==> src/design/pcs_codec_pkg.sv <==
// constants, code-group values and carrier types for the 4b/5b code-group codec
// assumes a single 100 MHz clock; the nibble rate is a strobe derived from it
package pcs_codec_pkg;

  // ==========================================================================
  // timing
  localparam int          CLK_PERIOD_NS    = 10;
  localparam int          NIBBLE_PERIOD_NS = 40;
  localparam int          NIBBLE_DIV       = NIBBLE_PERIOD_NS / CLK_PERIOD_NS;
  localparam logic [1:0]  DIV_RESET        = 2'h0;
  localparam logic [1:0]  DIV_LAST         = 2'(NIBBLE_DIV - 1);

  // ==========================================================================
  // control code-groups
  localparam logic [4:0]  CG_IDLE = 5'h1f;
  localparam logic [4:0]  CG_SSD1 = 5'h18;
  localparam logic [4:0]  CG_SSD2 = 5'h11;
  localparam logic [4:0]  CG_ESD1 = 5'h0d;
  localparam logic [4:0]  CG_ESD2 = 5'h07;
  localparam logic [4:0]  CG_HALT = 5'h04;
  localparam logic [4:0]  CG_LPI  = 5'h00;

  // nibbles that control groups stand for
  localparam logic [3:0]  NIB_IDLE = 4'h0;
  localparam logic [3:0]  NIB_SSD  = 4'h5;
  localparam logic [3:0]  NIB_ESD  = 4'h0;
  localparam logic [3:0]  NIB_LPI  = 4'h1;
  localparam logic [3:0]  NIB_ZERO = 4'h0;

  // data nibble 0..f to code-group
  localparam logic [4:0]  DATA_CG [16] = '{5'h1e, 5'h09, 5'h14, 5'h15, 5'h0a, 5'h0b, 5'h0e, 5'h0f,
                                           5'h12, 5'h13, 5'h16, 5'h17, 5'h1a, 5'h1b, 5'h1c, 5'h1d};

  // ==========================================================================
  // scrambler and reset values
  localparam logic [10:0] SCR_SEED      = 11'h7ff;
  localparam logic [4:0]  TX_GROUP_RST  = 5'h1f;

  // ==========================================================================
  // types
  typedef enum logic [1:0] {TX_IDLE, TX_SSD2, TX_DATA, TX_ESD2} tx_state_t;
  typedef enum logic [1:0] {RX_IDLE, RX_SSD2, RX_DATA} rx_state_t;
  typedef enum logic [3:0] {KIND_DATA, KIND_IDLE, KIND_SSD1, KIND_SSD2, KIND_ESD1, KIND_ESD2,
                            KIND_HALT, KIND_LPI, KIND_INV} cg_kind_t;

  typedef struct packed {
    logic       en;
    logic       er;
    logic [3:0] d;
  } mii_tx_t;

  typedef struct packed {
    logic       dv;
    logic       er;
    logic [3:0] d;
  } mii_rx_t;

  typedef struct packed {
    cg_kind_t   kind;
    logic [3:0] nib;
  } cg_dec_t;

endpackage

==> src/design/cg_codec.sv <==
// 4b/5b code-group encoder with start/end delimiter injection, optional
// scrambler with bypass, and code-group decoder back to nibbles
// assumes MAC nibbles and receive code-groups are synchronous to clk and
// sampled on the nibble strobe, one group per strobe
`timescale 1ns/1ps

module cg_codec
  import pcs_codec_pkg::*;
(
  // clock and reset
  input  wire logic                    clk,
  input  wire logic                    rst_n,
  // mac transmit side
  input  wire pcs_codec_pkg::mii_tx_t  mii_tx,
  output logic                         nibble_stb,
  // transmit code-group stream
  input  wire logic                    scramble_bypass,
  output logic [4:0]                   tx_group,
  output logic                         tx_group_stb,
  // receive code-group stream and mac receive side
  input  wire logic [4:0]              rx_group,
  output pcs_codec_pkg::mii_rx_t       mii_rx
);
  import pcs_codec_pkg::*;

  // ==========================================================================
  // nibble strobe divider
  logic [1:0]  div_r;
  logic [1:0]  div_nxt;
  wire         tick = (div_r == DIV_LAST);

  assign div_nxt    = tick ? DIV_RESET : div_r + 2'h1;
  assign nibble_stb = tick;

  always_ff @(posedge clk or negedge rst_n)
  begin
    if (!rst_n)
      div_r <= DIV_RESET;
    else
      div_r <= div_nxt;
  end

  // ==========================================================================
  // transmit state machine
  tx_state_t   tx_st_r;
  tx_state_t   tx_st_nxt;
  logic [4:0]  code_nxt;
  logic [4:0]  code_r;
  wire  [4:0]  data_cg = DATA_CG[mii_tx.d];
  wire         lpi_req = !mii_tx.en && mii_tx.er && (mii_tx.d == NIB_LPI);

  // the first two preamble nibbles are swallowed by the start pair; the mac
  // must hold enable through the whole preamble for the frame to be intact
  always_comb
  begin
    tx_st_nxt = tx_st_r;
    code_nxt  = CG_IDLE;
    case (tx_st_r)
      TX_IDLE:
      begin
        if (mii_tx.en)
        begin
          code_nxt  = CG_SSD1;
          tx_st_nxt = TX_SSD2;
        end
        else if (lpi_req)
          code_nxt = CG_LPI;
      end
      TX_SSD2:
      begin
        code_nxt  = CG_SSD2;
        tx_st_nxt = TX_DATA;
      end
      TX_DATA:
      begin
        if (mii_tx.en)
          code_nxt = mii_tx.er ? CG_HALT : data_cg;
        else
        begin
          code_nxt  = CG_ESD1;
          tx_st_nxt = TX_ESD2;
        end
      end
      TX_ESD2:
      begin
        code_nxt  = CG_ESD2;
        tx_st_nxt = TX_IDLE;
      end
      default:
        tx_st_nxt = TX_IDLE;
    endcase
  end

  // ==========================================================================
  // scrambler, 11-bit lfsr x^11 + x^9 + 1, five bits per group, bit 0 first
  logic [10:0] scr_r;
  logic [15:0] scr_step;
  wire  [4:0]  scr_out  = scr_step[4:0];
  wire  [10:0] scr_nxt  = scr_step[15:5];
  wire  [4:0]  line_nxt = scramble_bypass ? code_nxt : scr_out;

  function automatic logic [15:0] scramble(input logic [10:0] s, input logic [4:0] g);
    logic [10:0] st;
    logic [4:0]  o;
    logic        fb;
    st = s;
    o  = 5'h00;
    for (int i = 0; i < 5; i++)
    begin
      fb   = st[10] ^ st[8];
      o[i] = g[i] ^ fb;
      st   = {st[9:0], fb};
    end
    return {st, o};
  endfunction

  assign scr_step = scramble(scr_r, code_nxt);

  // lfsr keeps running while bypassed so a later switch needs no resync
  always_ff @(posedge clk or negedge rst_n)
  begin
    if (!rst_n)
    begin
      tx_st_r      <= TX_IDLE;
      code_r       <= TX_GROUP_RST;
      tx_group     <= TX_GROUP_RST;
      tx_group_stb <= 1'b0;
      scr_r        <= SCR_SEED;
    end
    else
    begin
      tx_group_stb <= tick;
      if (tick)
      begin
        tx_st_r  <= tx_st_nxt;
        code_r   <= code_nxt;
        tx_group <= line_nxt;
        scr_r    <= scr_nxt;
      end
    end
  end

  // ==========================================================================
  // code-group decoder
  function automatic cg_dec_t decode(input logic [4:0] g);
    cg_dec_t r;
    r.kind = KIND_INV;
    r.nib  = NIB_ZERO;
    for (int i = 0; i < 16; i++)
    begin
      if (DATA_CG[i] == g)
      begin
        r.kind = KIND_DATA;
        r.nib  = 4'(i);
      end
    end
    case (g)
      CG_IDLE: r = '{KIND_IDLE, NIB_IDLE};
      CG_SSD1: r = '{KIND_SSD1, NIB_SSD};
      CG_SSD2: r = '{KIND_SSD2, NIB_SSD};
      CG_ESD1: r = '{KIND_ESD1, NIB_ESD};
      CG_ESD2: r = '{KIND_ESD2, NIB_ESD};
      CG_HALT: r = '{KIND_HALT, NIB_ZERO};
      CG_LPI:  r = '{KIND_LPI, NIB_LPI};
      default: r = r;
    endcase
    return r;
  endfunction

  wire cg_dec_t dec = decode(rx_group);

  // ==========================================================================
  // receive state machine
  rx_state_t   rx_st_r;
  rx_state_t   rx_st_nxt;
  mii_rx_t     rx_nxt;

  always_comb
  begin
    rx_st_nxt = rx_st_r;
    rx_nxt    = '{1'b0, 1'b0, dec.nib};
    case (rx_st_r)
      RX_IDLE:
      begin
        case (dec.kind)
          KIND_IDLE, KIND_ESD2: rx_nxt.d = dec.nib;
          KIND_LPI: rx_nxt.er = 1'b1;
          KIND_SSD1:
          begin
            rx_nxt.dv = 1'b1;
            rx_st_nxt = RX_SSD2;
          end
          default:
          begin
            rx_nxt.er = 1'b1;
            rx_nxt.d  = NIB_ZERO;
          end
        endcase
      end
      RX_SSD2:
      begin
        if (dec.kind == KIND_SSD2)
        begin
          rx_nxt.dv = 1'b1;
          rx_st_nxt = RX_DATA;
        end
        else
        begin
          rx_nxt.er = 1'b1;
          rx_nxt.d  = NIB_ZERO;
          rx_st_nxt = RX_IDLE;
        end
      end
      RX_DATA:
      begin
        if (dec.kind == KIND_DATA)
          rx_nxt.dv = 1'b1;
        else if (dec.kind == KIND_ESD1)
          rx_st_nxt = RX_IDLE;
        else
        begin
          rx_nxt = '{1'b1, 1'b1, NIB_ZERO};
        end
      end
      default:
        rx_st_nxt = RX_IDLE;
    endcase
  end

  always_ff @(posedge clk or negedge rst_n)
  begin
    if (!rst_n)
    begin
      rx_st_r <= RX_IDLE;
      mii_rx  <= '{1'b0, 1'b0, NIB_IDLE};
    end
    else if (tick)
    begin
      rx_st_r <= rx_st_nxt;
      mii_rx  <= rx_nxt;
    end
  end
endmodule

==> config.mk <==
export PLATFORM = sky130hd
export DESIGN_NAME = cg_codec
export DESIGN_NICKNAME = d
export VERILOG_FILES = /design/src/design/pcs_codec_pkg.sv /design/src/design/cg_codec.sv
export SDC_FILE = /design/constraint.sdc
export NUM_CORES = 1
export LEC_CHECK = 0
export BUFFER_PORTS_ARGS = -buffer_cell sky130_fd_sc_hd__clkbuf_2
export CAP_MARGIN = 10
export CORE_ASPECT_RATIO = 1.25
export CORE_MARGIN = 4
export CORE_UTILIZATION = 50
export DETAILED_ROUTE_END_ITERATION = 12
export PLACE_DENSITY_LB_ADDON = 0.15
export SLEW_MARGIN = 20
export SYNTH_ARGS = -nofsm -noshare
export SYNTH_HDL_FRONTEND = slang
export SYNTH_SLANG_ARGS = --single-unit
==> constraint.sdc <==
create_clock -name clk -period 2.97 [get_ports clk]
set_input_delay 0.891 -clock clk [delete_from_list [all_inputs] [get_ports clk]]
set_output_delay 0.891 -clock clk [all_outputs]
set_load 0.005 [all_outputs]
; ---- After elaboration in Yosys (flattened, before gate mapping)
; Memories as Yosys holds them, arrays and structs flattened.
; Cells that the tools add are included.
; Widths: inputs -> output; s select.
[totals]
regBits = 29
memories = 1
wordCells = 117
in_bits = 14
output_inout_bits = 13
romBits = 80
[mem_list]
columns = memory, depth, width, read_ports, rd_ports_with_merged_regs, wr, line
row1 = (no name shown), 16, 5, 1, 0, 0, cg_codec.sv:49  ; wire [4:0] data_cg = DATA_CG[mii_tx.d];
[op_classes]
n_reduce_logical = 11
bitwise = 11
n_lt_le_gt_ge = 1
n_eq_ne = 40
n_addsub = 1
n_mux = 43
[op_table]
columns = operator, n
row1 = $mux 8, 16
row2 = $pmux 8 s7, 1
row3 = $eq 5x5->1 const A, 11
row4 = $mux 5, 9
row5 = $eq 4x5->1 const A, 5
row6 = $pmux 5 s4, 1
row7 = $pmux 6 s3, 1
row8 = $eq 5x5->1 const B, 3
row9 = $mux 2, 7
row10 = $eq 4x3->1 const B, 3
row11 = $eq 5x3->1 const B, 2
row12 = $xor 1x1->1, 10
row13 = $eq 2x2->1 const B, 4
row14 = $eq 4x1->1 const B, 2
row15 = $eq 4x2->1 const B, 2
row16 = $ne 2x2->1 const B, 4
row17 = $pmux 2 s4, 1
row18 = $mux 6, 1
row19 = $pmux 2 s3, 1
row20 = $eq 5x4->1 const B, 1
row21 = $ge 5x5->1 const B, 1
row22 = $logic_not 5->1, 1
row23 = $not 4->5, 1
row24 = $eq 2x1->1 const B, 2
row25 = 12 further kinds, 17

; ---- Logic depth before layout (Yosys ltp)
; Gate-level depths: netlist of run 1.
[logic_depth]
depth_word = 22
mapped_depth = 6
mapped_depth_nobuf = 6

; ---- Least setup slack after synthesis of run 1
; OpenSTA, ideal clock, no wires.
[synth_timing]
path_type = in2reg
start = input port mii_tx[2] (netlist name)
end = register tx_group[4]
arrival_ns = 2.026
setup_slack_ns = 0.859
cell_stages = 4
path_cell_list = or3b_1 -> o41a_1 -> a2111o_1 -> o221ai_1
[synth_via]
elab_chain_cells = 9
[synth_rtl]
columns = element, line
row1 = start: declaration, cg_codec.sv:14  ; input wire pcs_codec_pkg::mii_tx_t mii_tx,
row2 = $not 4->5 (implied by the code), cg_codec.sv:49
row3 = $mem_v2 16x5, n/a
row4 = $mux 5 (implied by the code) (2 in a row), cg_codec.sv:49
row5 = $mux 5, cg_codec.sv:77  ; code_nxt = mii_tx.er ? CG_HALT : data_cg;
row6 = $mux 5, cg_codec.sv:76  ; if (mii_tx.en)
row7 = $pmux 5 s4 (*), cg_codec.sv:58  ; case (tx_st_r)
row8 = $xor 1x1->1, cg_codec.sv:111  ; o[i] = g[i] ^ fb;
row9 = $mux 5 (*), cg_codec.sv:100  ; wire [4:0] line_nxt = scramble_bypass ? code_nxt : scr_out;
row10 = end signal: assignment, cg_codec.sv:137  ; tx_group <= line_nxt;
row11 = end: declaration, cg_codec.sv:18  ; output logic [4:0] tx_group,
; Mark *: on every way between the ends. The rest lies on a longest branch, timed or not. The select of a mux whose other input is x is not followed.
; A chain may end at the register's enable or synchronous reset.

; ---- Final worst setup path of run 1
[layout_timing]
start = input port rx_group[4]
end = register mii_rx[0] (netlist name)
[layout_via]
elab_chain_cells = 22
[layout_rtl]
columns = element, line
row1 = start: declaration, cg_codec.sv:21  ; input wire logic [4:0] rx_group,
row2 = $eq 5x5->1, cg_codec.sv:151  ; if (DATA_CG[i] == g)
row3 = $mux 8 (16 in a row), cg_codec.sv:151
row4 = $pmux 8 s7 (*), cg_codec.sv:157  ; case (g)
row5 = $eq 4x2->1 (tied with other cells), cg_codec.sv:185  ; case (dec.kind)
row6 = $reduce_or 4->1 (no line) / $mux 6 (equally long branches), n/a
row7 = $mux 4 / $mux 5 (equally long branches), "cg_codec.sv:185, cg_codec.sv:216"
row8 = $pmux 6 s3 (*), cg_codec.sv:182  ; case (rx_st_r)
row9 = end signal: assignment, cg_codec.sv:235  ; mii_rx <= '{1'b0, 1'b0, NIB_IDLE};
row10 = end signal: assignment, cg_codec.sv:240  ; mii_rx <= rx_nxt;
row11 = end: declaration, cg_codec.sv:22  ; output pcs_codec_pkg::mii_rx_t mii_rx
; Mark *: on every way between the ends. The rest lies on a longest branch, timed or not.

==> flow_metrics.py, run 1 <==
metrics = {
    "cts": {
        "clk_pin_slew_ns": 0.06,
        "cts-buffers-inserted": 5,
        "htreeDepth": 2,
        "cts.sinks": 29,
        "root_buffer": "clkbuf_8",
        "clkLatencyLatePin_ns": 0.28,
        "cts_resized": 0,
        "post-cts-setup-buffer-count": 0,
        "cts_tree": "yes",
        "holdBufCountCts": 0,
        "clock_path_buffers": 2,
    },
    "power_and_ir_drop": {
        "ir_drop_v": 0.000388,
        "pwr_density_cell_mw_per_mm2": 624,
        "p_leak_nw": 0.861,
    },
    "timing": {
        "drv_slew": 0,
        "timing.final.ws_setup_ns": 0.790,
        "setup_tns_ns": 0,
        "period_minus_slack_ns": 2.18,
        "grt_setup_unrepaired": "false",
        "relSlewSlack": 0.529,
        "finalHoldViolations": 0,
        "finClkSkew_ns": 0.00549,
        "setup_viol": 0,
        "tightest_slew_ns": 0.706,
        "fin_crit_sh": 0.734,
        "timing.fmax_ghz": 0.459,
    },
    "route": {
        "wl_um": 4100,
        "routedWlPerCell_um": 16.1,
        "vias": 1519,
        "viasPerCell": 5.98,
        "drc": 0,
        "drtAntennaViolNets": 0,
        "dr.pass1.iters": 4,
        "drtIter0Drc": 118,
    },
    "critical_path": {
        "crit_type": "primary input to flip-flop",
        "r2r-start": "tx_st_r[1]$_DFFE_PN0P_",
        "arrival_ns": 2.36,
        "ff2ff_setup_slack_ns": 0.98,
        "reg2reg_to": "tx_group[2]$_DFFE_PN1P_",
        "crit_chain": "clkbuf_2 -> or3b_1 -> nor4_2 -> o31ai_1 -> o32ai_1",
        "crit_path_end_kind": "flip-flop",
        "worstSetupStartpoint": "rx_group[4]",
        "crit_required_ns": 3.15,
        "cp_max_fo": 17,
        "reg2reg_depth": 6,
        "slowest_delay_ns": 0.44,
        "cp_slowest_cell": "or3b_1",
        "startpoint_type": "primary input",
        "crit_end": "mii_rx[0]$_DFFE_PN0P_",
        "crit_cells": 5,
        "critPathTopFamily": "simple AND/OR/NAND/NOR gates",
        "path_buf_inv": 1,
    },
    "grt": {
        "grt_first_pass_wirelength_um": 6980,
        "grt_max_degree": 30,
        "grt_overflow": 0,
        "antenna_found_initial": 0,
        "first_global_vias": 1527,
        "grt_usage": 0.202,
    },
    "yosys": {
        "synth_area_per_cell_um2": 9.51,
        "yosysSeqAreaShare": 0.415,
        "synthAdderAreaFrac": 0.0278,
        "yosys_warnings": 0,
        "ys_ff_latch": 29,
        "synth_edf_count": 0,
        "syn_inst": 189,
        "async_reset_ff_frac": 1.00,
        "synth_nets": 207,
        "synth_compound_gate_area_share": 0.212,
        "syn_area_mm2": 0.00180,
        "synth_xor_area_frac": 0.0390,
        "synth.area.mux_share": 0.0501,
        "synth_top_flop_cell": "dfstp_2",
        "ys_types": 56,
        "synthSimpleGateAreaFrac": 0.205,
        "synth_top_family_by_area": "compound AO/OA/AOI/OAI gates",
    },
    "finish": {
        "drive_above_1_share": 0.293,
        "fin_nets": 232,
        "syn2layout_area_growth_pct": 14.8,
        "num_antenna_cells": 0,
    },
    "floorplanning": {
        "core-area_mm2": 0.00348,
        "io_pins": 27,
        "die_w_um": 61.6,
        "initial_utilization": 0.516,
        "rows": 24,
        "die_h_um": 75.0,
        "die_area_mm2": 0.00463,
    },
    "placed_design": {
        "place_hpwl_um": 3080,
        "place.gp.congestion": 0.869,
        "pre_cts_ws_ns": 0.542,
        "io_buffer_count": 26,
    },
    "min_path": {
        "hold_class": "flip-flop to flip-flop",
    },
    "job": {
        "cap_violations": 0,
    },
    "status": {
        "outcome": "finished clean",
    },
}
[sequential cells by signal, indices dropped and copies added (netlist names)]
signal        flops
scr_r            11
mii_rx            6
tx_group          5
div_r             2
rx_st_r           2
tx_st_r           2
tx_group_stb      1
[worst min-delay path by stage]
| stage | start | to | slack [ns] | cells after the start |
|---|---|---|---|---|
| detailed placement | div_r[0]$_DFF_PN0_ | div_r[0]$_DFF_PN0_ | 0.44 | 1 |
| CTS | div_r[0]$_DFF_PN0_ | div_r[0]$_DFF_PN0_ | 0.45 | 1 |
| global route | div_r[0]$_DFF_PN0_ | div_r[0]$_DFF_PN0_ | 0.45 | 1 |
| global placement | div_r[0]$_DFF_PN0_ | div_r[0]$_DFF_PN0_ | 0.41 | 1 |
| floorplan | div_r[0]$_DFF_PN0_ | div_r[0]$_DFF_PN0_ | 0.40 | 1 |
| finish | div_r[0]$_DFF_PN0_ | div_r[0]$_DFF_PN0_ | 0.44 | 1 |
[logic make-up after synthesis]
group | count (synthesis)
buf+inv | 23
fa+ha+maj | 4
simple gates | 65
xor+xnor | 8
flops | 29
compound gates | 52
mux | 8
[where the power goes]
part / switching, W / internal, W
combinational: 0.000202 / 0.000159
clock: 0.000144 / 0.000273
sequential: 0.0000377 / 0.000471
total: 0.000384 / 0.000903
[through the flow]
step | power [W] | hold WS, ns | instances | util | cell area (um2)
detailed placement | 0.000877 | 0.435 | 246 | 0.559 | 1950
floorplan | 0.000756 | 0.403 | 189 | - | 1800
finish | 0.00129 | 0.445 | 254 | 0.593 | 2060
global placement | 0.000865 | 0.414 | 246 | 0.559 | 1950
CTS | 0.00130 | 0.446 | 254 | 0.593 | 2060
global route | 0.00137 | 0.449 | 254 | 0.593 | 2060
[routing by layer]
layer / global-route usage / part of all wire / up-vias
met4: 0.0991 / 0.028 / 0
met2: 0.345 / 0.51 / 33
met1: 0.239 / 0.43 / 723
li1: - / - / 752
met5: 0 / 0 / -
met3: 0.0360 / 0.036 / 11
[placed cells by master, fill, tap and decap left out, types with 4 or more instances in the layout]
cell type	Yosys	routed
clkbuf_2	0	26
nor2_1	17	17
dfstp_2	16	16
a21oi_1	13	13
dfrtp_1	13	13
inv_1	12	12
nand2_1	9	9
mux2_2	8	8
xnor2_1	7	7
nor2b_1	6	6
nand3_1	6	6
clkbuf_8	0	6
or3_1	4	4
o221ai_1	4	4
ha_1	4	4
[final cells by class]
cell class	instances	area, um2
repair buffers	28	145
flip-flops and latches	29	746
fillers	311	1420
inverters	13	48.8
clock inverters	1	30.0
multi-input cells	137	960
well taps	39	48.8
clock buffers	7	86.3
[cells in the mapped netlist (3+ instances only)]
master     n  area [um2]
nor2b_1    6        37.5
clkbuf_1   6        22.5
ha_1       4        50.1
o221ai_1   4        35.0
mux2_2     8        90.1
or3_1      4        25.0
nand3_1    6        30.0
dfrtp_1   13         325
dfstp_2   16         420
o31ai_1    3        22.5
or3b_1     3        26.3
nand2_1    9        33.8
xnor2_1    7        61.3
nor2_1    17        63.8
o21ai_0    3        15.0
a21oi_1   13        65.1
a31oi_1    3        18.8
inv_1     12        45.0
(Power assumes the default switching activity.)
==> run 2, diff against run 1 <==
--- a/config.mk
+++ b/config.mk
@@ -5,6 +5,7 @@
 export SDC_FILE = /design/constraint.sdc
 export NUM_CORES = 1
 export LEC_CHECK = 0
+export ABC_AREA = 1
 export BUFFER_PORTS_ARGS = -buffer_cell sky130_fd_sc_hd__clkbuf_2
 export CAP_MARGIN = 10
 export CORE_ASPECT_RATIO = 1.25
==> constraint.sdc (replaced) <==
create_clock -name clk -period 1.9 [get_ports clk]
set_input_delay 0.57 -clock clk [delete_from_list [all_inputs] [get_ports clk]]
set_output_delay 0.57 -clock clk [all_outputs]
set_load 0.005 [all_outputs]
==> flow_metrics.py, run 2 <==
metrics = {
    "status": {
        "outcome": "finished clean",
    },
    "cts": {
        "clkLatencyLatePin_ns": 0.27,
        "holdBufCountCts": 0,
        "clk_pin_slew_ns": 0.06,
        "htreeDepth": 2,
        "cts_tree": "yes",
        "clock_path_buffers": 2,
        "post-cts-setup-buffer-count": 0,
        "cts_resized": 0,
        "cts.sinks": 29,
        "cts-buffers-inserted": 5,
        "root_buffer": "clkbuf_8",
    },
    "yosys": {
        "synth_nets": 295,
        "ys_types": 27,
        "syn_area_mm2": 0.00193,
        "yosys_warnings": 0,
        "synth_top_area_frac": 0.218,
        "synthTopCellsByCount": "nand2_1 (83), inv_1 (32), nand3_1 (31)",
        "yosysMostFrequentCell": "nand2_1",
        "synth_edf_count": 0,
        "syn_inst": 277,
        "async_reset_ff_frac": 1.00,
        "synth_area_leaders": "dfstp_2 (22%), dfrtp_1 (17%), nand2_1 (16%)",
        "ys_ff_latch": 29,
        "yosysSeqAreaShare": 0.387,
        "synth_area_per_cell_um2": 6.95,
        "yosysTopAreaCell": "dfstp_2",
        "synth_top_flop_cell": "dfstp_2",
    },
    "critical_path": {
        "crit_required_ns": 1.33,
        "reg2reg_to": "tx_group[1]$_DFFE_PN1P_",
        "arrival_ns": 1.19,
        "reg2reg_depth": 10,
        "r2r-start": "tx_st_r[0]$_DFFE_PN0P_",
        "cp_max_fo": 10,
        "crit_end": "nibble_stb",
        "crit_path_end_kind": "output port",
        "worstSetupStartpoint": "div_r[0]$_DFF_PN0_",
        "startpoint_type": "flip-flop",
        "ff2ff_setup_slack_ns": 0.42,
        "crit_type": "flip-flop to output port",
    },
    "floorplanning": {
        "die_w_um": 63.5,
        "initial_utilization": 0.534,
        "die_area_mm2": 0.00491,
        "io_pins": 27,
        "core-area_mm2": 0.00360,
        "rows": 24,
        "die_h_um": 77.4,
    },
    "grt": {
        "grt_first_pass_wirelength_um": 7000,
        "antenna_found_initial": 0,
        "grt_max_degree": 20,
        "grt_usage": 0.176,
        "first_global_vias": 1720,
        "grt_overflow": 0,
    },
    "route": {
        "drc": 0,
        "viasPerCell": 5.09,
        "vias": 1770,
        "wl_um": 3990,
        "drtIter0Drc": 88,
        "dr.pass1.iters": 4,
        "drtAntennaViolNets": 0,
        "routedWlPerCell_um": 11.5,
    },
    "finish": {
        "most-common-layout-cells": "nand2_1 (83), inv_1 (32), nand3_1 (31), nor2_1 (30), clkbuf_2 (26)",
        "num_antenna_cells": 0,
        "regMostFlops": "scr_r",
        "syn2layout_area_growth_pct": 13.5,
        "final_common_cell": "nand2_1",
        "design_area_mm2": 0.00218,
        "top_regs": "scr_r (11), mii_rx (6), tx_group (5)",
        "fin_nets": 326,
        "drive_above_1_share": 0.239,
        "largest_reg_flops": 11,
    },
    "job": {
        "cap_violations": 0,
    },
    "timing": {
        "grt_setup_unrepaired": "false",
        "finClkSkew_ns": 0.00486,
        "drv_slew": 0,
        "fin_crit_sh": 0.928,
        "finalHoldViolations": 0,
        "timing.fmax_ghz": 0.567,
        "relSlewSlack": 0.688,
        "setup_tns_ns": 0,
        "tightest_slew_ns": 0.468,
        "setup_viol": 0,
        "period_minus_slack_ns": 1.76,
    },
    "power_and_ir_drop": {
        "ir_drop_v": 0.000371,
        "pwr_density_cell_mw_per_mm2": 823,
        "p_leak_nw": 1.18,
    },
    "placed_design": {
        "place.gp.congestion": 0.868,
        "io_buffer_count": 26,
        "place_hpwl_um": 3090,
        "dpl_cell_area_mm2": 0.00210,
    },
    "min_path": {
        "hold_class": "primary input to asynchronous set/reset pin",
    },
}
run 2: changes by cell type in the layout (fill, tap and decap cells not counted), sizes merged, moves of 4 or more:
cell and delta:
or3 -5, nand2 +79, xnor2 -4, o21ai +18, a21oi -6, inv +23
nand4 +6, nor2 +17, o221ai -4, mux2 -7, nand3 +31, nor2b -6
run 2: through the flow:
| stage | utilization | power [W] | setup WS [ns] | std cells | hold WS (ns) |
|---|---|---|---|---|---|
| finish | 0.606 | 0.00180 | 0.137 | 348 | 0.241 |
| detailed placement | 0.583 | 0.00134 | 0.149 | 340 | 0.426 |
| floorplan | - | 0.00117 | 0.392 | 277 | 0.274 |
| CTS | 0.606 | 0.00183 | 0.104 | 348 | 0.249 |
| global placement | 0.583 | 0.00133 | 0.187 | 340 | 0.419 |
| global route | 0.606 | 0.00196 | 0.0296 | 348 | 0.264 |
run 2: worst min path at each step:
stage	end	start	cells past startpoint	slack [ns]
floorplan	div_r[0]$_DFF_PN0_	rst_n	0	0.27
global placement	div_r[0]$_DFF_PN0_	div_r[0]$_DFF_PN0_	1	0.42
detailed placement	div_r[0]$_DFF_PN0_	div_r[0]$_DFF_PN0_	1	0.43
CTS	mii_rx[3]$_DFFE_PN0P_	rst_n	1	0.25
global route	rx_st_r[1]$_DFFE_PN0P_	rst_n	1	0.26
finish	rx_st_r[1]$_DFFE_PN0P_	rst_n	1	0.24
run 2: cell families (layout without fill, tap and decap cells):
logic type	Yosys count	count (layout)	synth area share
flops	29	29	0.387
fa+ha+maj	4	4	0.0260
mux	1	1	0.00779
simple gates	167	167	0.394
xor+xnor	4	4	0.0182
compound gates	29	29	0.0754
buf+inv	43	75	0.0916
run 2: worst max-delay path, stage by stage (launching register included):
cell	delay (ns)
dfrtp_1	0.35
ha_1	0.39
clkbuf_2	0.19
run 2: cell type report:
cell class / instances / area [um2]
repair buffers: 31 / 168
multi-input cells: 205 / 1000
inverters: 36 / 136
clock buffers: 6 / 72.6
clock inverters: 2 / 10.0
well taps: 39 / 48.8
flip-flops and latches: 29 / 746
fillers: 334 / 1420
run 2: power breakdown:
| group | internal [W] | total [W] | switching, W |
|---|---|---|---|
| sequential | 0.000734 | 0.000783 | 0.0000490 |
| combinational | 0.000216 | 0.000541 | 0.000325 |
| clock | 0.000253 | 0.000474 | 0.000222 |
run 2: layer usage:
layer / routed length [um] / GRT usage / vias up
li1: - / - / 940
met1: 1710 / 0.194 / 782
met2: 2050 / 0.312 / 42
met3: 156 / 0.0448 / 6
met4: 69 / 0.0842 / 0
met5: 0 / 0 / -
